[src/verilog/eeh_pkg.sv]
// Package: register map, field layout, commands and bus timing of the EEPROM host controller
package eeh_pkg;

  // ----------------------------------------------------------------
  // Register map (byte offsets on the AHB-Lite slave)
  // ----------------------------------------------------------------
  localparam logic [7:0] CTRL_OFF = 8'h00;
  localparam logic [7:0] CFG_OFF  = 8'h04;
  localparam logic [7:0] TXD_OFF  = 8'h08;
  localparam logic [7:0] STAT_OFF = 8'h0c;

  // Field positions
  localparam int CFG_SEL_LSB   = 0;
  localparam int CFG_SIZE_LSB  = 3;
  localparam int CFG_WADDR_LSB = 8;
  localparam int STAT_BUSY     = 0;
  localparam int STAT_NACK     = 1;
  localparam int STAT_FOUND    = 2;
  localparam int STAT_RX_LSB   = 8;

  // Reset values
  localparam logic [18:0] CFG_RST = 19'h00000;
  localparam logic [7:0]  TXD_RST = 8'h00;

  // Memory size codes held in the configuration register
  localparam logic [2:0] SZ_1K  = 3'h0;
  localparam logic [2:0] SZ_2K  = 3'h1;
  localparam logic [2:0] SZ_4K  = 3'h2;
  localparam logic [2:0] SZ_8K  = 3'h3;
  localparam logic [2:0] SZ_16K = 3'h4;

  // Bus primitives that software orders through the control register
  typedef enum logic [2:0] {
    OP_NONE  = 3'h0,
    OP_START = 3'h1,
    OP_STOP  = 3'h2,
    OP_DEV   = 3'h3,
    OP_WADDR = 3'h4,
    OP_WRITE = 3'h5,
    OP_READ  = 3'h6,
    OP_RECOV = 3'h7
  } eeh_op_t;

  // Control word as written by software
  typedef struct packed {
    logic    rw;
    logic    ack;
    eeh_op_t op;
  } eeh_cmd_t;

  // ----------------------------------------------------------------
  // Timing
  // ----------------------------------------------------------------
  localparam int CLK_PERIOD_NS = 5;
  localparam int T_SCL_NS      = 2500;
  localparam int T_LOW_NS      = 1200;
  localparam int T_SU_STA_NS   = 600;
  localparam int T_HD_STA_NS   = 600;
  localparam int T_SU_STO_NS   = 600;
  localparam int T_BUF_NS      = 1200;

  // Least time in whole clock cycles, never below one
  function automatic logic [8:0] cyc_ceil(input int ns);
    int c;
    c = (ns + CLK_PERIOD_NS - 1) / CLK_PERIOD_NS;
    return (c < 1) ? 9'h001 : c[8:0];
  endfunction

  localparam logic [8:0] LOW_CYC    = cyc_ceil(T_LOW_NS);
  localparam logic [8:0] HIGH_CYC   = cyc_ceil(T_SCL_NS - T_LOW_NS);
  localparam logic [8:0] SU_STA_CYC = cyc_ceil(T_SU_STA_NS);
  localparam logic [8:0] HD_STA_CYC = cyc_ceil(T_HD_STA_NS);
  localparam logic [8:0] SU_STO_CYC = cyc_ceil(T_SU_STO_NS);
  localparam logic [8:0] BUF_CYC    = cyc_ceil(T_BUF_NS);

endpackage

[src/verilog/eeh_host.sv]
// Two-wire EEPROM host controller: AHB-Lite registers and bus-primitive engine
module eeh_host
  import eeh_pkg::*;
#(
  parameter logic [3:0] DEV_TYPE_CODE = 4'h3  // Arbitrary neutral value, set by the integrator
) (
  input  wire logic        clk,
  input  wire logic        rstn,
  input  wire logic        hsel,
  input  wire logic [31:0] haddr,
  input  wire logic [1:0]  htrans,
  input  wire logic        hwrite,
  input  wire logic [2:0]  hsize,
  input  wire logic [31:0] hwdata,
  input  wire logic        hready,
  output logic      [31:0] hrdata,
  output logic             hreadyout,
  output logic             hresp,
  output logic             scl,
  input  wire logic        sda_i,
  output logic             sda_o,
  output logic             sda_oe
);

  // ----------------------------------------------------------------
  // Declarations
  // ----------------------------------------------------------------
  typedef enum logic [6:0] {
    S_IDLE    = 7'b0000001,
    S_LOW     = 7'b0000010,
    S_HIGH    = 7'b0000100,
    S_STA_HI  = 7'b0001000,
    S_STA_HLD = 7'b0010000,
    S_STO_HI  = 7'b0100000,
    S_STO_BUF = 7'b1000000
  } eeh_state_t;

  eeh_state_t  st_q, st_d;
  eeh_op_t     op_q, op_d;
  logic [8:0]  cnt_q, cnt_d;
  logic [3:0]  bit_q, bit_d;
  logic [8:0]  sh_q, sh_d;
  logic [8:0]  rx_q, rx_d;
  logic        ack_q, ack_d;
  logic        scl_q, scl_d;
  logic        oe_q, oe_d;
  logic        nack_q, nack_d;
  logic        found_q, found_d;
  logic [7:0]  rxd_q, rxd_d;
  logic        sda_m_q, sda_s_q;
  logic        wr_pend_q;
  logic [7:0]  wr_addr_q;
  logic [31:0] hrdata_q;
  logic [18:0] cfg_q;
  logic [7:0]  txd_q;

  wire logic        ahb_go;
  wire logic        wr_ctrl;
  wire logic        wr_cfg;
  wire logic        wr_txd;
  wire eeh_cmd_t    cmd;
  wire logic        go;
  wire logic        busy;
  wire logic        tdone;
  wire logic [31:0] rd_mux;
  wire logic [7:0]  dev_word;
  wire logic [2:0]  page;

  // ----------------------------------------------------------------
  // AHB-Lite slave: zero wait, always OKAY
  // ----------------------------------------------------------------
  assign ahb_go  = hsel && hready && htrans[1];
  assign wr_ctrl = wr_pend_q && (wr_addr_q == CTRL_OFF);
  assign wr_cfg  = wr_pend_q && (wr_addr_q == CFG_OFF);
  assign wr_txd  = wr_pend_q && (wr_addr_q == TXD_OFF);
  assign cmd     = eeh_cmd_t'(hwdata[4:0]);
  assign go      = wr_ctrl && (st_q == S_IDLE) && (cmd.op != OP_NONE);
  assign busy    = (st_q != S_IDLE) || go;

  // Read decode; unmapped offsets read as zero
  assign rd_mux = (haddr[7:0] == CFG_OFF)  ? {13'h0000, cfg_q} :
                  (haddr[7:0] == TXD_OFF)  ? {24'h000000, txd_q} :
                  (haddr[7:0] == STAT_OFF) ? {16'h0000, rxd_q, 5'h00,
                                              found_q, nack_q, busy} :
                  32'h00000000;

  // Address phase capture and read data
  always_ff @(posedge clk) begin
    if (!rstn) begin
      wr_pend_q <= 1'b0;
      wr_addr_q <= 8'h00;
      hrdata_q  <= 32'h00000000;
    end else begin
      wr_pend_q <= ahb_go && hwrite;
      wr_addr_q <= haddr[7:0];
      hrdata_q  <= (ahb_go && !hwrite) ? rd_mux : 32'h00000000;
    end
  end

  // Software registers written in the data phase
  always_ff @(posedge clk) begin
    if (!rstn) begin
      cfg_q <= CFG_RST;
      txd_q <= TXD_RST;
    end else begin
      if (wr_cfg) cfg_q <= hwdata[18:0];
      if (wr_txd) txd_q <= hwdata[7:0];
    end
  end

  // ----------------------------------------------------------------
  // Device address word
  // ----------------------------------------------------------------
  assign page = cfg_q[CFG_WADDR_LSB+8 +: 3];

  // Select bits give way to page bits as the memory grows
  function automatic logic [2:0] sel_field(input logic [2:0] sz, input logic [2:0] sel,
                                           input logic [2:0] pg);
    if (sz == SZ_4K)       return {sel[2:1], pg[0]};
    else if (sz == SZ_8K)  return {sel[2], pg[1:0]};
    else if (sz == SZ_16K) return pg;
    else                   return sel;
  endfunction

  // Type code, select or page bits, direction bit last
  assign dev_word = {DEV_TYPE_CODE,
                     sel_field(cfg_q[CFG_SIZE_LSB +: 3], cfg_q[CFG_SEL_LSB +: 3], page),
                     cmd.rw};

  // ----------------------------------------------------------------
  // Pin input synchroniser
  // ----------------------------------------------------------------
  always_ff @(posedge clk) begin
    if (!rstn) begin
      sda_m_q <= 1'b1;
      sda_s_q <= 1'b1;
    end else begin
      sda_m_q <= sda_i;
      sda_s_q <= sda_m_q;
    end
  end

  // ----------------------------------------------------------------
  // Bus engine
  // ----------------------------------------------------------------
  assign tdone = (cnt_q == 9'h000);

  // Next state of the primitive engine
  always_comb begin
    st_d    = st_q;
    op_d    = op_q;
    cnt_d   = tdone ? cnt_q : cnt_q - 9'h001;
    bit_d   = bit_q;
    sh_d    = sh_q;
    rx_d    = rx_q;
    ack_d   = ack_q;
    scl_d   = scl_q;
    oe_d    = oe_q;
    nack_d  = nack_q;
    found_d = found_q;
    rxd_d   = rxd_q;
    case (st_q)
      S_IDLE: begin
        if (go) begin
          st_d  = S_LOW;
          op_d  = cmd.op;
          ack_d = cmd.ack;
          cnt_d = LOW_CYC;
          bit_d = 4'h0;
          scl_d = 1'b0;
          if (cmd.op == OP_STOP) sh_d = 9'h000;
          else if (cmd.op == OP_DEV) sh_d = {dev_word, 1'b1};
          else if (cmd.op == OP_WADDR) sh_d = {cfg_q[CFG_WADDR_LSB +: 8], 1'b1};
          else if (cmd.op == OP_WRITE) sh_d = {txd_q, 1'b1};
          else if (cmd.op == OP_READ) sh_d = {8'hff, ~cmd.ack};
          else sh_d = 9'h1ff;
          if (cmd.op == OP_RECOV) found_d = 1'b0;
        end
      end
      S_LOW: begin
        oe_d = ~sh_q[8];
        if (tdone) begin
          scl_d = 1'b1;
          if (op_q == OP_START) begin
            st_d  = S_STA_HI;
            cnt_d = SU_STA_CYC;
          end else if (op_q == OP_STOP) begin
            st_d  = S_STO_HI;
            cnt_d = SU_STO_CYC;
          end else begin
            st_d  = S_HIGH;
            cnt_d = HIGH_CYC;
          end
        end
      end
      S_HIGH: begin
        if (tdone) begin
          scl_d = 1'b0;
          rx_d  = {rx_q[7:0], sda_s_q};
          sh_d  = {sh_q[7:0], 1'b1};
          cnt_d = LOW_CYC;
          if (op_q == OP_RECOV && (sda_s_q || bit_q == 4'h8)) begin
            st_d    = S_LOW;
            op_d    = OP_START;
            sh_d    = 9'h1ff;
            found_d = sda_s_q;
          end else if (bit_q == 4'h8) begin
            st_d   = S_IDLE;
            nack_d = sda_s_q;
            rxd_d  = rx_q[7:0];
          end else begin
            st_d  = S_LOW;
            bit_d = bit_q + 4'h1;
          end
        end
      end
      S_STA_HI: begin
        if (tdone) begin
          st_d  = S_STA_HLD;
          oe_d  = 1'b1;
          cnt_d = HD_STA_CYC;
        end
      end
      S_STA_HLD: begin
        if (tdone) begin
          st_d  = S_IDLE;
          scl_d = 1'b0;
        end
      end
      S_STO_HI: begin
        if (tdone) begin
          st_d  = S_STO_BUF;
          oe_d  = 1'b0;
          cnt_d = BUF_CYC;
        end
      end
      S_STO_BUF: begin
        if (tdone) st_d = S_IDLE;
      end
      default: st_d = S_IDLE;
    endcase
  end

  // Engine registers
  always_ff @(posedge clk) begin
    if (!rstn) begin
      st_q    <= S_IDLE;
      op_q    <= OP_NONE;
      cnt_q   <= 9'h000;
      bit_q   <= 4'h0;
      sh_q    <= 9'h1ff;
      rx_q    <= 9'h000;
      ack_q   <= 1'b0;
      scl_q   <= 1'b1;
      oe_q    <= 1'b0;
      nack_q  <= 1'b0;
      found_q <= 1'b0;
      rxd_q   <= 8'h00;
    end else begin
      st_q    <= st_d;
      op_q    <= op_d;
      cnt_q   <= cnt_d;
      bit_q   <= bit_d;
      sh_q    <= sh_d;
      rx_q    <= rx_d;
      ack_q   <= ack_d;
      scl_q   <= scl_d;
      oe_q    <= oe_d;
      nack_q  <= nack_d;
      found_q <= found_d;
      rxd_q   <= rxd_d;
    end
  end

  // Outputs straight from flip-flops or tied to constants
  assign hrdata    = hrdata_q;
  assign hreadyout = 1'b1;
  assign hresp     = 1'b0;
  assign scl       = scl_q;
  assign sda_o     = 1'b0;
  assign sda_oe    = oe_q;
endmodule // eeh_host

[config.mk]
export PLATFORM = sky130hd
export DESIGN_NAME = eeh_host
export DESIGN_NICKNAME = d
export VERILOG_FILES = /design/src/verilog/eeh_pkg.sv /design/src/verilog/eeh_host.sv
export SDC_FILE = /design/constraint.sdc
export NUM_CORES = 1
export LEC_CHECK = 0
export ABC_CLOCK_PERIOD_IN_PS = 3100
export BUFFER_PORTS_ARGS = -buffer_cell sky130_fd_sc_hd__buf_2
export CORE_MARGIN = 2
export CORE_UTILIZATION = 50
export DETAILED_ROUTE_END_ITERATION = 8
export GPL_TIMING_DRIVEN = 0
export PLACE_DENSITY = 0.75
export SETUP_SLACK_MARGIN = 0.1
export SYNTH_ARGS = -nofsm -noshare
export SYNTH_HDL_FRONTEND = slang
export SYNTH_SLANG_ARGS = --single-unit
[constraint.sdc]
create_clock -name clk -period 3.1 [get_ports clk]
set_input_delay 0.465 -clock clk [delete_from_list [all_inputs] [get_ports clk]]
set_output_delay 0.465 -clock clk [all_outputs]
set_load 0.05 [all_outputs]
==> reports/results.txt <==
status: completed
total CTS buffers: 9
Reg-to-Reg End: st_q[6]$_SDFFE_PN0P_
post-synth top area share: 0.437
root buf cell: clkbuf_8
P per Cell Area: 596 mW/mm^2
YS warnings: 0
Reg2Reg Setup Slack: 0.33 ns
crit end category: flip-flop
aggregate negative setup slack: 0 ns
DRT iter0 DRCs: 325
CP required: 3.35 ns
final wirelength: 12,700 um
pin count of the biggest net entering global routing: 19
Slew HR: 0.221
Top Ports: 112
Die X-Extent: 104 um
Final setup viols: 0
deepest clock path buffer count: 2
share of layout cells above drive strength 1: 0.158
Max Cap Viol: 0
R2R depth: 5
max frequency: 362 MHz
gr ovfl total: 0
CTS resizes: 0
drt pass-1 iters: 5
hold_ws: 0.258 ns
routed vias/inst: 5.63
final slew viol count: 0
crit share post-route: 0.892
CP startpoint: wr_addr_q[4]$_SDFF_PN0_
Remaining DRCs: 0
number of antenna violations at the first check in global routing: 0
clock-pin slew on the worst setup and hold paths: 0.10 ns
mean post-synth cell area: 8.40 um^2
count of final hold-check violations: 0
asr flop ratio synth: 0
critical path arrival: 3.02 ns
synth top area cells: dfxtp_1 (44%), a21oi_1 (6.2%), nand2_1 (5.7%)
number of synthesized flops with an enable pin: 0
Peak VDD IR: 417 uV
Synth top cells by count: dfxtp_1 (109), nand2_1 (76), a21oi_1 (62)
sequential cell area fraction in the yosys report: 0.437
RSZ-0062 raised after global routing: false
Slew @ Worst Pin: 1.16 ns
Area Overhead vs Synth: 14.3%
PortBufs: 52
dpl hpwl: 9490 um
Total Routing Usage GR: 0.240
gpl congestion: 0.870
first-pass GRT wire length: 21,000 um
final net count: 751
LEAKAGE: 2.21 nW
Max FO, Critical Path: 6
Routed WL per cell: 15.7 um
CP endpoint: st_q[6]$_SDFFE_PN0P_
Post-CTS Setup Bufs: 0
Cell variety after synth: 63
routed via count: 4,552
initial core utilization: 0.513
Core ar.: 0.00973 mm^2
top-count cell post-synth: dfxtp_1
Clock Skew: 0.00975 ns
Hold WC Path Type: primary input to flip-flop
H-tree lvl count: 3
# diodes: 0
Cell Rows: 36
final period demand of the worst path: 2.77 ns
number of global-route vias before repair: 4,267
Synth Cell Area: 0.00499 mm^2
antenna viol nets, final: 0
Die Area: 0.0108 mm^2
clk sink count: 109
type of origin of the critical path: flip-flop
ys flop type: dfxtp_1
CTS tree: yes
Mapped Cells: 594
min-delay src: sda_i
Synth area leader: dfxtp_1
R2R Path Start: wr_addr_q[4]$_SDFF_PN0_
critical path class: flip-flop to flip-flop
register bit total from synthesis: 109
die height: 104 um
Post-CTS Hold Buffers: 0
clk_lat worst skew: 0.39 ns
[placed cells by master, fill, tap and decap left out, types with 9 or more instances in the layout]
| cell | instances |
|---|---|
| nor3_1 | 15 |
| a21oi_1 | 62 |
| nand2_1 | 76 |
| buf_4 | 16 |
| and2_1 | 12 |
| conb_1 | 16 |
| buf_2 | 54 |
| a22o_1 | 14 |
| dfxtp_1 | 109 |
| nor2_1 | 54 |
| inv_1 | 17 |
| clkbuf_8 | 9 |
| o211ai_1 | 9 |
| nand2b_1 | 9 |
| clkbuf_1 | 25 |
| o21ai_0 | 25 |
| nand3_1 | 9 |
| mux2i_1 | 21 |
[how the worst min path moves through the flow]
stage                         endpoint  slack (ns)  cells past startpoint
floorplan           sda_s_q$_SDFF_PN1_        0.39                      1
global placement    sda_s_q$_SDFF_PN1_        0.39                      1
detailed placement  sda_s_q$_SDFF_PN1_        0.40                      1
CTS                 sda_m_q$_SDFF_PN1_        0.25                      2
global route        sda_m_q$_SDFF_PN1_        0.27                      2
finish              sda_m_q$_SDFF_PN1_        0.26                      2
[critical path, stage by stage (launching register included)]
cell and delay, ns:
dfxtp_1 0.32, or4b_2 0.70, nor4b_1 0.65, nor2_1 0.32, o311ai_0 0.48, o41ai_1 0.16
[layer usage]
metal	wire length (um)	vias up	track usage	share of wire
met5	0	-	0	0
met4	296	0	0.104	0.023
met1	5530	2111	0.308	0.44
li1	-	2247	-	-
met2	6110	171	0.397	0.48
met3	770	23	0.0407	0.061
[kinds of logic after synthesis]
| group | Yosys count | synth area share |
|---|---|---|
| AOI/OAI and AO/OA | 155 | 0.197 |
| xor gates and xnor gates | 8 | 0.0140 |
| adders and majority gates | 5 | 0.0125 |
| buffers and inverters | 65 | 0.0662 |
| DFF | 109 | 0.437 |
| muxes | 22 | 0.0444 |
| other | 2 | 0.00150 |
| and+or+nand+nor | 228 | 0.227 |
[power by group]
group,internal [W],total (W),switching (W)
registers,0.00147,0.00153,0.0000633
logic,0.000343,0.000902,0.000560
clock network,0.000466,0.000964,0.000499
[final cells by class]
class                      count  area (um^2)
fill                         932         4030
multi-input combinational    434         2540
sequential                   109         2180
buffer                        47          263
timing repair buffer          52          260
tap                          133          166
clock buffer                  10          128
clock inverter                 6         93.8
inverter                      18         67.6
[sequential cells by signal, summed over array words and instances (netlist names), 4 cells and up]
name and flops:
bit_q 4, cfg_q 19, cnt_q 9, hrdata 19, sh_q 9, rxd_q 8, wr_addr_q 8, st_q 7
rx_q 8, txd_q 8
[metrics by stage]
step / utilization / total power [W] / area (um^2) / cells / setup slack [ns]
2_1_floorplan: - / 0.00223 / 5040 / 608 / 0.766
3_3_place_gp: 0.562 / 0.00241 / 5470 / 793 / 0.133
3_5_place_dp: 0.562 / 0.00243 / 5470 / 793 / 0.138
4_1_cts: 0.585 / 0.00338 / 5690 / 809 / 0.185
5_1_grt: 0.586 / 0.00358 / 5700 / 809 / 0.147
6_report: 0.586 / 0.00340 / 5700 / 809 / 0.335
(Power assumes the default switching activity.)
